==> config.mk <==
export PLATFORM = sky130hd
export DESIGN_NAME = npid_protect
export DESIGN_NICKNAME = d
export VERILOG_FILES = /design/src/npid_pkg.sv /design/src/npid_region_decode.sv /design/src/npid_cfg_loader.sv /design/src/npid_protect.sv
export VERILOG_INCLUDE_DIRS = /design/src
export SDC_FILE = /design/constraint.sdc
export NUM_CORES = 1
export LEC_CHECK = 0
export BUFFER_PORTS_ARGS = -buffer_cell sky130_fd_sc_hd__buf_4
export CAP_MARGIN = 5
export CORE_ASPECT_RATIO = 0.7
export CORE_MARGIN = 5
export CORE_UTILIZATION = 40
export DETAILED_ROUTE_END_ITERATION = 16
export GPL_TIMING_DRIVEN = 1
export PLACE_DENSITY = 0.72
export SLEW_MARGIN = 15
export SYNTH_ARGS = -nofsm -noshare
export SYNTH_HDL_FRONTEND = slang
export SYNTH_HIERARCHICAL = 1
export SYNTH_SLANG_ARGS = --single-unit
==> constraint.sdc <==
create_clock -name ref_clk -period 3.4 [get_ports ref_clk]
set_input_delay 0.34 -clock ref_clk [delete_from_list [all_inputs] [get_ports ref_clk]]
set_output_delay 0.34 -clock ref_clk [all_outputs]
set_load 0.01 [all_outputs]
==> src/npid_defs.svh <==
/*
 * Named constants of the protection and identification block: register offsets,
 * field positions, field masks and the default memory map.
 * Assumes it is included by its bare name from every file that needs it.
 */
`ifndef NPID_DEFS_SVH
`define NPID_DEFS_SVH

// Address width and register offsets.
`define NPID_AW          22
`define NPID_DW          16
`define NPID_ADDR_WP     22'h300006
`define NPID_ADDR_CP     22'h300008
`define NPID_ADDR_TRP    22'h30000A
`define NPID_ADDR_STAT   22'h300010
`define NPID_ADDR_REV    22'h3FFFFC
`define NPID_ADDR_PART   22'h3FFFFE

// Memory map used by the region decoder.
`define NPID_BOOT_LAST   22'h0007FF
`define NPID_USER_LAST   22'h007FFF
`define NPID_BLK_SHIFT   13
`define NPID_CFG_FIRST   22'h300000
`define NPID_CFG_LAST    22'h30000B

// Field positions inside the protection words and the status word.
`define NPID_WP_CFG      8
`define NPID_WP_BOOT     9
`define NPID_WP_DATA     10
`define NPID_CP_PROG     0
`define NPID_CP_DATA     1
`define NPID_TRP_BOOT    9
`define NPID_STAT_LOADED 0
`define NPID_STAT_REFUSE 1

// Implemented bits of each word; all others read as zero.
`define NPID_WP_MASK     16'h070F
`define NPID_CP_MASK     16'h0003
`define NPID_TRP_MASK    16'h020F
`define NPID_ZERO        16'h0000

`endif

==> src/npid_pkg.sv <==
/*
 * Types shared by the protection and identification block.
 * Assumes npid_defs.svh is available on the include path.
 */
`default_nettype none

package npid_pkg;

	// Memory region that an address falls in.
	typedef enum logic [1:0] {NPID_RG_BOOT, NPID_RG_USER, NPID_RG_CFG, NPID_RG_NONE} npid_region_t;

	// Steps of the reset-time load of the protection words.
	typedef enum logic [2:0] {NPID_LD_WP, NPID_LD_CP, NPID_LD_TRP, NPID_LD_LAST, NPID_LD_DONE} npid_ld_state_t;

endpackage

`default_nettype wire

==> src/npid_region_decode.sv <==
/*
 * Combinational decoder from a program memory address to a region and block index.
 * Assumes the boot block sits at the bottom and the numbered blocks share one size.
 */
`timescale 1ns/1ps
`default_nettype none
`include "npid_defs.svh"

module npid_region_decode #(
	parameter int                AW        = `NPID_AW,
	parameter logic [AW-1:0]     BOOT_LAST = `NPID_BOOT_LAST,
	parameter logic [AW-1:0]     USER_LAST = `NPID_USER_LAST,
	parameter int                BLK_SHIFT = `NPID_BLK_SHIFT
) (
	input  wire logic [AW-1:0]   addr,
	output npid_pkg::npid_region_t region,
	output logic [1:0]           blk
);

	// Region selection; the block index only matters in the user region.
	wire in_boot = (addr <= BOOT_LAST);
	wire in_user = (addr <= USER_LAST);
	wire in_cfg  = (addr >= `NPID_CFG_FIRST) && (addr <= `NPID_CFG_LAST);

	assign blk    = addr[BLK_SHIFT +: 2];
	assign region = in_boot ? npid_pkg::NPID_RG_BOOT :
	                in_user ? npid_pkg::NPID_RG_USER :
	                in_cfg  ? npid_pkg::NPID_RG_CFG  : npid_pkg::NPID_RG_NONE;

endmodule

`default_nettype wire

==> src/npid_cfg_loader.sv <==
/*
 * Reset-time loader: reads the three protection words from configuration memory
 * and holds them until the next reset.
 * Assumes the memory answers a read one cycle after the read enable, on ref_clk.
 */
`timescale 1ns/1ps
`default_nettype none
`include "npid_defs.svh"

module npid_cfg_loader (
	input  wire logic        ref_clk,
	input  wire logic        rst,
	output logic             cfg_rd_en,
	output logic [21:0]      cfg_rd_addr,
	input  wire logic [15:0] cfg_rd_data,
	output logic [15:0]      wp,
	output logic [15:0]      cp,
	output logic [15:0]      trp,
	output logic             loaded
);

	npid_pkg::npid_ld_state_t state;
	npid_pkg::npid_ld_state_t next_state;

	// Read requests are issued one word per cycle straight after reset.
	assign cfg_rd_en   = (state == npid_pkg::NPID_LD_WP) || (state == npid_pkg::NPID_LD_CP) ||
	                     (state == npid_pkg::NPID_LD_TRP);
	assign cfg_rd_addr = (state == npid_pkg::NPID_LD_WP) ? `NPID_ADDR_WP :
	                     (state == npid_pkg::NPID_LD_CP) ? `NPID_ADDR_CP : `NPID_ADDR_TRP;
	assign loaded      = (state == npid_pkg::NPID_LD_DONE);

	// Step through the load once and then stay put.
	always_comb begin
		unique case (state)
			npid_pkg::NPID_LD_WP:   next_state = npid_pkg::NPID_LD_CP;
			npid_pkg::NPID_LD_CP:   next_state = npid_pkg::NPID_LD_TRP;
			npid_pkg::NPID_LD_TRP:  next_state = npid_pkg::NPID_LD_LAST;
			npid_pkg::NPID_LD_LAST: next_state = npid_pkg::NPID_LD_DONE;
			npid_pkg::NPID_LD_DONE: next_state = npid_pkg::NPID_LD_DONE;
			default:                next_state = npid_pkg::NPID_LD_WP;
		endcase
	end

	// Fields reset to all-protected so nothing is allowed before the load ends.
	always_ff @(posedge ref_clk or posedge rst) begin
		if (rst) begin
			state <= npid_pkg::NPID_LD_WP;
			wp    <= `NPID_ZERO;
			cp    <= `NPID_ZERO;
			trp   <= `NPID_ZERO;
		end else begin
			state <= next_state;
			if (state == npid_pkg::NPID_LD_CP) wp <= cfg_rd_data & `NPID_WP_MASK;
			if (state == npid_pkg::NPID_LD_TRP) cp <= cfg_rd_data & `NPID_CP_MASK;
			if (state == npid_pkg::NPID_LD_LAST) trp <= cfg_rd_data & `NPID_TRP_MASK;
		end
	end

endmodule

`default_nettype wire

==> src/npid_protect.sv <==
/*
 * Top of the protection and identification block: register port, access guard
 * for program memory, boot block, data memory and configuration area, and the
 * read-only identification words.
 * Assumes configuration memory answers reads one cycle later on ref_clk, and
 * that at most one access request input is high in any cycle.
 */
// Our own choice: the plain strobed port.
`timescale 1ns/1ps
`default_nettype none
`include "npid_defs.svh"

module npid_protect #(
	parameter logic [15:0] PART_CODE   = 16'h1234, // Arbitrary value.
	parameter logic [3:0]  FAMILY_CODE = 4'h5,     // Arbitrary value.
	parameter logic [5:0]  MAJOR_REV   = 6'h01,    // Arbitrary value.
	parameter logic [5:0]  MINOR_REV   = 6'h02     // Arbitrary value.
) (
	input  wire logic        ref_clk,
	input  wire logic        rst,
	input  wire logic [21:0] reg_addr,
	input  wire logic [15:0] reg_wdata,
	input  wire logic        reg_wr,
	input  wire logic        reg_rd,
	output logic [15:0]      reg_rdata,
	output logic             cfg_rd_en,
	output logic [21:0]      cfg_rd_addr,
	input  wire logic [15:0] cfg_rd_data,
	output logic             prog_en,
	output logic [21:0]      prog_addr,
	output logic [15:0]      prog_data,
	input  wire logic [21:0] acc_addr,
	input  wire logic [21:0] acc_src_addr,
	input  wire logic        acc_data_mem,
	input  wire logic        acc_self_write,
	input  wire logic        acc_table_read,
	input  wire logic        acc_ext_read,
	output logic             acc_allow
);

	logic [15:0]            wp;
	logic [15:0]            cp;
	logic [15:0]            trp;
	logic                   loaded;
	logic                   refused;
	npid_pkg::npid_region_t tgt_region;
	npid_pkg::npid_region_t src_region;
	logic [1:0]             tgt_blk;
	logic [1:0]             src_blk;

	// Protection words come in from configuration memory once per reset.
	npid_cfg_loader u_loader (
		.ref_clk     (ref_clk),
		.rst         (rst),
		.cfg_rd_en   (cfg_rd_en),
		.cfg_rd_addr (cfg_rd_addr),
		.cfg_rd_data (cfg_rd_data),
		.wp          (wp),
		.cp          (cp),
		.trp         (trp),
		.loaded      (loaded)
	);

	// The target and the executing code are decoded by the same map.
	npid_region_decode u_tgt_dec (
		.addr   (acc_addr),
		.region (tgt_region),
		.blk    (tgt_blk)
	);

	npid_region_decode u_src_dec (
		.addr   (acc_src_addr),
		.region (src_region),
		.blk    (src_blk)
	);

	// Self-write permission per target region.
	wire [3:0] blk_wr_open  = wp[3:0];
	wire       boot_wr_open = wp[`NPID_WP_BOOT];
	wire       cfg_wr_open  = wp[`NPID_WP_CFG];
	wire       data_wr_open = wp[`NPID_WP_DATA];
	wire       pm_wr_open   = (tgt_region == npid_pkg::NPID_RG_BOOT) ? boot_wr_open :
	                          (tgt_region == npid_pkg::NPID_RG_USER) ? blk_wr_open[tgt_blk] :
	                          (tgt_region == npid_pkg::NPID_RG_CFG)  ? cfg_wr_open : 1'b0;
	wire       wr_ok        = acc_data_mem ? data_wr_open : pm_wr_open;

	// Table reads are checked only when code reads outside its own block.
	wire [3:0] blk_rd_open  = trp[3:0];
	wire       same_block   = (src_region == tgt_region) &&
	                          ((tgt_region != npid_pkg::NPID_RG_USER) || (src_blk == tgt_blk));
	wire       tr_guard     = (tgt_region == npid_pkg::NPID_RG_BOOT) ? trp[`NPID_TRP_BOOT] :
	                          (tgt_region == npid_pkg::NPID_RG_USER) ? blk_rd_open[tgt_blk] :
	                          (tgt_region == npid_pkg::NPID_RG_CFG);
	wire       tr_ok        = acc_data_mem || same_block || tr_guard;

	// Outside reads obey code protection; the configuration area stays readable.
	wire       pm_code_open = (tgt_region == npid_pkg::NPID_RG_CFG) ||
	                          (((tgt_region == npid_pkg::NPID_RG_BOOT) ||
	                            (tgt_region == npid_pkg::NPID_RG_USER)) && cp[`NPID_CP_PROG]);
	wire       ext_ok       = acc_data_mem ? cp[`NPID_CP_DATA] : pm_code_open;

	// Nothing is allowed until the fields are loaded.
	assign acc_allow = loaded && ((acc_self_write && wr_ok) || (acc_table_read && tr_ok) ||
	                              (acc_ext_read && ext_ok));

	// Register port decode; writes go to configuration memory only while unlocked.
	wire        hit_cfg_wr = reg_wr && ((reg_addr == `NPID_ADDR_WP) || (reg_addr == `NPID_ADDR_TRP));
	wire        wr_granted = hit_cfg_wr && loaded && cfg_wr_open;
	wire        wr_refused = hit_cfg_wr && !wr_granted;
	wire        stat_clr   = reg_wr && (reg_addr == `NPID_ADDR_STAT) && reg_wdata[`NPID_STAT_REFUSE];
	wire        next_refused = wr_refused || (refused && !stat_clr);
	wire [15:0] rev_word   = {FAMILY_CODE, MAJOR_REV, MINOR_REV};
	wire [15:0] stat_word  = {14'h0000, refused, loaded};
	wire [15:0] rd_val     = (reg_addr == `NPID_ADDR_WP)   ? wp :
	                         (reg_addr == `NPID_ADDR_CP)   ? cp :
	                         (reg_addr == `NPID_ADDR_TRP)  ? trp :
	                         (reg_addr == `NPID_ADDR_STAT) ? stat_word :
	                         (reg_addr == `NPID_ADDR_REV)  ? rev_word :
	                         (reg_addr == `NPID_ADDR_PART) ? PART_CODE : `NPID_ZERO;
	wire [15:0] next_rdata = reg_rd ? rd_val : `NPID_ZERO;

	// Read data for one cycle, the programming request and the refused flag.
	always_ff @(posedge ref_clk or posedge rst) begin
		if (rst) begin
			reg_rdata <= `NPID_ZERO;
			prog_en   <= 1'b0;
			prog_addr <= 22'h000000;
			prog_data <= `NPID_ZERO;
			refused   <= 1'b0;
		end else begin
			reg_rdata <= next_rdata;
			prog_en   <= wr_granted;
			prog_addr <= reg_addr;
			prog_data <= reg_wdata;
			refused   <= next_refused;
		end
	end

	// Checks on the logic above.
	property p_cfg_lock;
		@(posedge ref_clk) disable iff (rst)
		(hit_cfg_wr && !wp[`NPID_WP_CFG]) |=> (!prog_en && refused);
	endproperty
	a_cfg_lock: assert property (p_cfg_lock) else $error("locked config write went out");

	property p_cfg_open;
		@(posedge ref_clk) disable iff (rst)
		(hit_cfg_wr && loaded && wp[`NPID_WP_CFG]) |=> (prog_en && (prog_data == $past(reg_wdata)));
	endproperty
	a_cfg_open: assert property (p_cfg_open) else $error("unlocked config write lost");

	property p_blk_wr;
		@(posedge ref_clk) disable iff (rst)
		(acc_self_write && !acc_data_mem && (tgt_region == npid_pkg::NPID_RG_USER))
		|-> (acc_allow == (loaded && wp[tgt_blk]));
	endproperty
	a_blk_wr: assert property (p_blk_wr) else $error("block self-write guard wrong");

	property p_data_cp;
		@(posedge ref_clk) disable iff (rst)
		(acc_ext_read && acc_data_mem) |-> (acc_allow == (loaded && cp[`NPID_CP_DATA]));
	endproperty
	a_data_cp: assert property (p_data_cp) else $error("data code guard wrong");

	property p_prog_cp;
		@(posedge ref_clk) disable iff (rst)
		(acc_ext_read && !acc_data_mem && (tgt_region == npid_pkg::NPID_RG_USER) && !cp[`NPID_CP_PROG])
		|-> !acc_allow;
	endproperty
	a_prog_cp: assert property (p_prog_cp) else $error("program code guard wrong");

	property p_boot_tr;
		@(posedge ref_clk) disable iff (rst)
		(acc_table_read && !acc_data_mem && (tgt_region == npid_pkg::NPID_RG_BOOT) &&
		 (src_region != npid_pkg::NPID_RG_BOOT)) |-> (acc_allow == (loaded && trp[`NPID_TRP_BOOT]));
	endproperty
	a_boot_tr: assert property (p_boot_tr) else $error("boot table read guard wrong");

	property p_blk_tr;
		@(posedge ref_clk) disable iff (rst)
		(acc_table_read && !acc_data_mem && (tgt_region == npid_pkg::NPID_RG_USER) &&
		 ((src_region != npid_pkg::NPID_RG_USER) || (src_blk != tgt_blk)) && !trp[tgt_blk]) |-> !acc_allow;
	endproperty
	a_blk_tr: assert property (p_blk_tr) else $error("block table read guard wrong");

	property p_part_id;
		@(posedge ref_clk) disable iff (rst)
		(reg_rd && (reg_addr == `NPID_ADDR_PART)) |=> (reg_rdata == PART_CODE);
	endproperty
	a_part_id: assert property (p_part_id) else $error("part word wrong");

	property p_family;
		@(posedge ref_clk) disable iff (rst)
		(reg_rd && (reg_addr == `NPID_ADDR_REV)) |=> (reg_rdata[15:12] == FAMILY_CODE);
	endproperty
	a_family: assert property (p_family) else $error("family code wrong");

	property p_major;
		@(posedge ref_clk) disable iff (rst)
		(reg_rd && (reg_addr == `NPID_ADDR_REV)) |=> (reg_rdata[11:6] == MAJOR_REV);
	endproperty
	a_major: assert property (p_major) else $error("major revision wrong");

	property p_minor;
		@(posedge ref_clk) disable iff (rst)
		(reg_rd && (reg_addr == `NPID_ADDR_REV)) |=> ((reg_rdata[5:0] == MINOR_REV) && !prog_en);
	endproperty
	a_minor: assert property (p_minor) else $error("minor revision wrong");

	property p_boot_wr;
		@(posedge ref_clk) disable iff (rst)
		(acc_self_write && !acc_data_mem && (tgt_region == npid_pkg::NPID_RG_BOOT))
		|-> (acc_allow == (loaded && wp[`NPID_WP_BOOT]));
	endproperty
	a_boot_wr: assert property (p_boot_wr) else $error("boot write guard wrong");

	property p_data_wr;
		@(posedge ref_clk) disable iff (rst)
		(acc_self_write && acc_data_mem && !wp[`NPID_WP_DATA]) |-> !acc_allow;
	endproperty
	a_data_wr: assert property (p_data_wr) else $error("data write guard wrong");

	property p_decode;
		@(posedge ref_clk) disable iff (rst)
		(acc_addr <= `NPID_BOOT_LAST) |-> (tgt_region == npid_pkg::NPID_RG_BOOT);
	endproperty
	a_decode: assert property (p_decode) else $error("boot decode wrong");

	property p_hold;
		@(posedge ref_clk) disable iff (rst)
		(loaded && $past(loaded)) |-> ($stable(wp) && $stable(cp) && $stable(trp));
	endproperty
	a_hold: assert property (p_hold) else $error("fields moved after load");

	property p_load_time;
		@(posedge ref_clk) disable iff (rst)
		(cfg_rd_en && (cfg_rd_addr == `NPID_ADDR_WP)) |-> (cfg_rd_en [*3] ##1 !cfg_rd_en ##1 loaded);
	endproperty
	a_load_time: assert property (p_load_time) else $error("load sequence wrong");

	property p_refuse_set_wins;
		@(posedge ref_clk) disable iff (rst)
		(wr_refused || (refused && !stat_clr)) |=> refused;
	endproperty
	a_refuse_set_wins: assert property (p_refuse_set_wins) else $error("refused flag lost");

	property p_cfg_self_wr;
		@(posedge ref_clk) disable iff (rst)
		(acc_self_write && !acc_data_mem && (tgt_region == npid_pkg::NPID_RG_CFG))
		|-> (acc_allow == (loaded && wp[`NPID_WP_CFG]));
	endproperty
	a_cfg_self_wr: assert property (p_cfg_self_wr) else $error("config area write guard wrong");

	property p_boot_cp;
		@(posedge ref_clk) disable iff (rst)
		(acc_ext_read && !acc_data_mem && (tgt_region == npid_pkg::NPID_RG_BOOT) && !cp[`NPID_CP_PROG])
		|-> !acc_allow;
	endproperty
	a_boot_cp: assert property (p_boot_cp) else $error("boot code guard wrong");

	property p_blk_own_tr;
		@(posedge ref_clk) disable iff (rst)
		(acc_table_read && !acc_data_mem && (tgt_region == npid_pkg::NPID_RG_USER) &&
		 (src_region == npid_pkg::NPID_RG_USER) && (src_blk == tgt_blk)) |-> (acc_allow == loaded);
	endproperty
	a_blk_own_tr: assert property (p_blk_own_tr) else $error("own block table read refused");

	property p_blk_map;
		@(posedge ref_clk) disable iff (rst)
		((acc_addr > `NPID_BOOT_LAST) && (acc_addr <= `NPID_USER_LAST))
		|-> ((tgt_region == npid_pkg::NPID_RG_USER) && (tgt_blk == acc_addr[`NPID_BLK_SHIFT +: 2]));
	endproperty
	a_blk_map: assert property (p_blk_map) else $error("block decode wrong");

	property p_part_ro;
		@(posedge ref_clk) disable iff (rst)
		(reg_wr && (reg_addr == `NPID_ADDR_PART)) |=> !prog_en;
	endproperty
	a_part_ro: assert property (p_part_ro) else $error("part word write went out");

	property p_rev_ro;
		@(posedge ref_clk) disable iff (rst)
		(reg_wr && (reg_addr == `NPID_ADDR_REV)) |=> !prog_en;
	endproperty
	a_rev_ro: assert property (p_rev_ro) else $error("revision word write went out");

	property p_early;
		@(posedge ref_clk) disable iff (rst)
		!loaded |-> !acc_allow;
	endproperty
	a_early: assert property (p_early) else $error("access allowed before load");

	property p_rd_idle;
		@(posedge ref_clk) disable iff (rst)
		!reg_rd |=> (reg_rdata == `NPID_ZERO);
	endproperty
	a_rd_idle: assert property (p_rd_idle) else $error("read data outside its cycle");

endmodule

`default_nettype wire

==> results of run 1 <==
-- logic make-up (layout without fill, tap and decap cells) --
logic type / Yosys count / in the layout
xor+xnor: 3 / 3
buf+inv: 71 / 172
mux: 26 / 26
other cells: 2 / 53
flops: 73 / 73
simple gates: 97 / 97
compound gates: 55 / 55
-- state kept, by name (all words and copies together), names as in the netlist --
name            flops
prog_addr          22
prog_data          16
prog_en             1
refused             1
reg_rdata          16
u_loader/cp         2
u_loader/state      3
u_loader/trp        5
u_loader/wp         7
-- worst min path at each step --
| stage | start | endpoint | slack (ps) | depth (start not counted) |
|---|---|---|---|---|
| floorplan | rst | u_loader/cp[0] | 270 | 1 |
| finish | rst | u_loader/state[0] | 110 | 2 |
| detailed placement | reg_wdata[0] | prog_data[0] | 450 | 1 |
| global placement | reg_wdata[15] | prog_data[15] | 450 | 1 |
| global route | reg_wdata[3] | prog_data[3] | 90 | 1 |
| CTS | reg_wdata[3] | prog_data[3] | 100 | 1 |
-- layout make-up --
| class | count | area, um^2 | share of cell area (%) |
|---|---|---|---|
| Multi-Input combinational cell | 234 | 1520 | 30.5 |
| Inverter | 4 | 16.3 | 0.327 |
| Tap cell | 124 | 155 | 3.12 |
| Clock buffer | 10 | 229 | 4.60 |
| Clock inverter | 6 | 90.1 | 1.81 |
| Sequential cell | 73 | 1830 | 36.7 |
| Timing Repair Buffer | 152 | 1140 | 22.9 |
-- layer usage --
metal | wire length [um] | up-vias | track usage (%)
met4 | 91 | 0 | 4.01
met2 | 4410 | 107 | 27.4
met3 | 658 | 9 | 5.92
met1 | 3890 | 1368 | 20.4
met5 | 0 | - | 0
li1 | - | 1364 | -
-- worst max-delay path: cells and delay by family --
| family | cells | cell delay, ps |
|---|---|---|
| mux | 1 | 190 |
| simple gates | 5 | 1330 |
| compound gates | 2 | 300 |
| buf+inv | 2 | 270 |
-- power by group through the flow --
stage	combinational, mW	clock [mW]	sequential (mW)
after floorplan	0.129	0	0.939
after global placement	0.237	0	0.930
after detailed placement	0.241	0	0.931
after CTS	0.241	1.03	0.916
after global routing	0.265	1.07	0.918
final	0.240	0.997	0.916
-- cell usage in the layout, fill, tap and decap left out, types with 3 or more instances in the layout --
cell type / count
a21oi_1: 8
a22oi_1: 5
a31oi_1: 4
and3_1: 4
buf_4: 152
clkbuf_16: 9
conb_1: 53
dfrtp_1: 73
inv_1: 3
mux2_1: 3
mux2_2: 15
mux2i_1: 7
nand2_1: 18
nand2b_1: 4
nand4_1: 10
nor2_1: 15
nor3_1: 6
nor3b_1: 3
nor4_1: 7
nor4bb_1: 4
o21ai_0: 21
or3_1: 4
xnor2_1: 3
==> impl_metrics.json, run 1 <==
{
  "ys.flop_type": "dfrtp_1",
  "synth.most_common_cell": "dfrtp_1",
  "yosysUniqueCellTypes": 56,
  "synth.mux.area_fraction_pct": 8.07,
  "synth_edf_count": 0,
  "cts_buffers": 9,
  "layout-drive-gt1-share_pct": 41.5,
  "finalInstanceArea_um2": 4970,
  "min_path_type": "input port to asynchronous set/reset pin",
  "drt_iter0_drc": 161,
  "grt_pass1_vias": 2996,
  "setup_violations": 0,
  "grt_usage_pct": 16.4,
  "postCtsHoldBufs": 0,
  "drv_slew": 0,
  "cp_cell_sequence": "buf_4 > or4_4 > nor2_4 > nand2_1 > mux2i_1 > nor2_1 > or4_1 > a32oi_1 > a21boi_0 > buf_4",
  "fmax_mhz": 360,
  "rsz0062_at_grt": "false",
  "relSlewSlack_pct": 37.0,
  "preCtsSetupSlack_ps": 632,
  "endpoint": "acc_allow",
  "dp_cells": 587,
  "dr.pass1.iters": 4,
  "synth_top_area_share_pct": 49.9,
  "gr-total-overflow": 0,
  "num-fill-cells": 787,
  "synth_adder_area_share_pct": 0,
  "clk-insertion-delay-late_ps": 330,
  "yosys.area_share.simple_pct": 17.5,
  "power_mw": 2.15,
  "regToRegSetupSlack_ps": 1890,
  "ys_seq_area_share_pct": 49.9,
  "syn_inst": 327,
  "fin_util_pct": 55.3,
  "grt_pass1_wl_mm": 14.9,
  "grt_max_degree": 57,
  "clock_path_buffers": 2,
  "port-buffer-count": 152,
  "fp.dieW_um": 124,
  "synth_area_leader_cell": "dfrtp_1",
  "setup.worst_path.start": "acc_addr[18]",
  "antenna_found_initial": 0,
  "power_frac_seq_pct": 42.5,
  "synth-seq-cells": 73,
  "routabilityCongestion": 0.821,
  "peakVddDrop_uv": 255,
  "core-area_um2": 9000,
  "drtAntennaViolNets": 0,
  "cpPeakStageDelay_ps": 530,
  "internal_power_mw": 1.67,
  "r2r_end": "reg_rdata[0]",
  "fin_skew_ps": 4.76,
  "power_density_nw_per_um2": 433,
  "cp_max_fo": 8,
  "dp_hpwl_mm": 7.15,
  "layout_setup_ws_ps": 620,
  "async_reset_ff_share_pct": 100,
  "power_frac_comb_pct": 11.1,
  "wl_per_cell_um": 15.0,
  "dpl_cell_area_um2": 4650,
  "initial_core_util_pct": 40.6,
  "p_leak_nw": 2.35,
  "synth_compound_area_share_pct": 9.75,
  "die_h_um": 90,
  "via_count": 2848,
  "path_common_cell": "buf_4",
  "critPathCaptureType": "primary output",
  "status": "finished clean",
  "synth_common_cells": "73 x dfrtp_1, 58 x buf_4, 21 x o21ai_0, 18 x nand2_1",
  "hold_viol": 0,
  "crit_arrival_ps": 2440,
  "ff2ff_path_depth": 6,
  "ys_warn_count": 6,
  "maxCapViolCount": 0,
  "postCtsResizedCells": 0,
  "num_rows": 29,
  "area_delta_synth_final_pct": 36.0,
  "p_sw_mw": 0.480,
  "post-route-period-util_pct": 81.8,
  "synthTopCellsByArea": "dfrtp_1 50%, buf_4 12%, mux2_2 4.6%, o21ai_0 2.9%, mux2i_1 1.9%",
  "cts.htree.levels": 3,
  "required_ps": 3060,
  "clockPowerShare_pct": 46.3,
  "avgSynthCellArea_um2": 11.2,
  "synth_xor_area_share_pct": 0.718,
  "cts_tree": "yes",
  "die_area_um2": 11200,
  "clk_pin_slew_ps": 50,
  "crit_type": "input port to primary output",
  "critPathLaunchType": "input port",
  "fin_nets": 580,
  "diodes": 0,
  "fin_crit_ps": 2780,
  "finalWirelength_mm": 9.05,
  "clock-sinks": 73,
  "synthesis.area_um2": 3660,
  "tightest_slew_ps": 945,
  "p_sw_share_pct": 22.3,
  "postCtsSetupRepairBufs": 0,
  "timing.rr.start": "u_loader/state[1]",
  "pin_count": 185,
  "drc": 0,
  "synth_top_family_by_area": "simple AND/OR/NAND/NOR gates",
  "crit_slowest_cell": "or4_4",
  "root_buffer": "clkbuf_16",
  "post_layout_nonfiller_instances": 603,
  "hold_slack_ps": 110,
  "vias_per_cell": 4.72,
  "finalSetupTns_ps": 0
}
No activity file was read; power rests on OpenSTA's default activity.
==> inputs of run 2 (changes only) <==
PLACE_DENSITY = 0.74   (was 0.72)
clock period = 2.5 ns   (was 3.4 ns; I/O delays follow)
==> impl_metrics.json, run 2 (synthesis results as in run 1) <==
{
  "status": "finished clean",
  "grt_pass1_wl_mm": 15.0,
  "hold_depth": 1,
  "maxCapViolCount": 0,
  "crit_arrival_ps": 2180,
  "critPathLaunchType": "input port",
  "critPathCaptureType": "primary output",
  "drt_iter0_drc": 133,
  "cp_max_fo": 3,
  "cts_buffers": 9,
  "ff2ff_path_depth": 6,
  "regMostFlops": "prog_addr",
  "power_frac_seq_pct": 43.7,
  "p_leak_nw": 2.38,
  "clk-insertion-delay-late_ps": 330,
  "vias_per_cell": 4.76,
  "drv_slew": 0,
  "min_path_type": "input port to register",
  "root_buffer": "clkbuf_16",
  "drc": 0,
  "initial_core_util_pct": 40.6,
  "port-buffer-count": 152,
  "crit_slowest_cell": "or4_4",
  "dr.pass1.iters": 4,
  "reg_top3": "prog_addr: 22 flops, prog_data: 16 flops, reg_rdata: 16 flops",
  "fp.dieW_um": 124,
  "hold_viol": 0,
  "routabilityCongestion": 0.840,
  "power_density_nw_per_um2": 567,
  "clk_pin_slew_ps": 60,
  "fin_nets": 587,
  "clock-sinks": 73,
  "power_frac_comb_pct": 11.7,
  "post-route-period-util_pct": 97.2,
  "area_delta_synth_final_pct": 37.4,
  "crit_type": "input port to primary output",
  "clock_path_buffers": 2,
  "post_layout_nonfiller_instances": 610,
  "peakVddDrop_uv": 310,
  "num_rows": 29,
  "num-fill-cells": 800,
  "diodes": 0,
  "die_h_um": 90,
  "p_sw_share_pct": 23.4,
  "fin_util_pct": 55.8,
  "pin_count": 185,
  "fin_skew_ps": 3.43,
  "grt_max_degree": 57,
  "finalWirelength_mm": 9.08,
  "final_cell_mix": "156 x buf_4, 73 x dfrtp_1, 53 x conb_1",
  "dp_cells": 593,
  "die_area_um2": 11200,
  "fmax_mhz": 412,
  "cp_cell_sequence": "buf_6 > or4_4 > nor2_4 > nand3_2 > nor4b_1 > or4_1 > a32oi_1 > a21boi_1 > buf_4",
  "wl_per_cell_um": 14.9,
  "cts_tree": "yes",
  "drtAntennaViolNets": 0,
  "grt_pass1_vias": 2940,
  "cts.htree.levels": 3,
  "preCtsSetupSlack_ps": 31.6,
  "fin_crit_ps": 2430,
  "via_count": 2904,
  "layout-drive-gt1-share_pct": 42.6,
  "cpPeakStageDelay_ps": 530,
  "dp_hpwl_mm": 7.08,
  "clockPowerShare_pct": 44.5,
  "grt_usage_pct": 16.6,
  "internal_power_mw": 2.18,
  "layout_setup_ws_ps": 70.4,
  "power_mw": 2.85,
  "required_ps": 2250,
  "layout_commonest_cell": "buf_4",
  "finalSetupTns_ps": 0,
  "relSlewSlack_pct": 53.5,
  "core-area_um2": 9000,
  "gr-total-overflow": 0,
  "rsz0062_at_grt": "true",
  "largest_reg_flops": 22,
  "postCtsSetupRepairBufs": 0,
  "antenna_found_initial": 0,
  "tightest_slew_ps": 698,
  "setup_violations": 0,
  "p_sw_mw": 0.666
}
==> run 2: layer usage <==
| metal | up-vias | global-route usage, % | part of all wire (%) |
|---|---|---|---|
| li1 | 1373 | - | - |
| met1 | 1400 | 22.1 | 45 |
| met2 | 121 | 25.9 | 47 |
| met3 | 10 | 6.10 | 7.2 |
| met4 | 0 | 3.83 | 0.77 |
| met5 | - | 0 | 0 |
==> run 2: area by class of cell <==
cell class	instances	area (um^2)	area share, %
Sequential cell	73	1830	36.4
Multi-Input combinational cell	234	1520	30.2
Timing Repair Buffer	159	1200	24.0
Clock buffer	9	225	4.48
Tap cell	124	155	3.09
Clock inverter	7	78.8	1.57
Inverter	4	15.0	0.299
==> run 2: final timing paths <==
path / slack [ps] / end / start
max in group asynchronous: 1930 / reg_rdata[15] / rst
worst min-delay path: 20 / prog_data[3] / reg_wdata[3]
worst min register to register: 530 / u_loader/wp[0] / u_loader/wp[0]
worst max-delay path: 70 / acc_allow / acc_addr[18]
worst max register to register: 980 / reg_rdata[0] / u_loader/state[1]
min in group asynchronous: 30 / u_loader/cp[1] / rst
==> run 2: what timing repair did <==
item	4_1_cts	5_1_grt
endpoints found under the hold margin	0	1
hold buffers	0	1
gates resized for setup	0	4
setup endpoints to repair	0	1
==> run 2: worst max-delay path, delay by kind of cell <==
family | cells | cell delay [ps]
AND/OR/NAND/NOR | 5 | 1390
AO/OA/AOI/OAI | 2 | 290
buffers and inverters | 2 | 250
==> run 2: power by group through the flow <==
stage | logic (mW) | registers [mW] | clock network (mW)
after floorplan | 0.175 | 1.28 | 0
after global placement | 0.327 | 1.27 | 0
after detailed placement | 0.333 | 1.27 | 0
after CTS | 0.333 | 1.25 | 1.32
after global routing | 0.369 | 1.25 | 1.37
final | 0.334 | 1.25 | 1.27
==> run 2: stage by stage <==
| stage | hold slack (ps) | area, um^2 |
|---|---|---|
| floorplan | 176 | 3850 |
| detailed placement | 360 | 4700 |
| global placement | 360 | 4700 |
| CTS | 1.94 | 5000 |
| finish | 19.9 | 5020 |
| global route | 0.718 | 5020 |
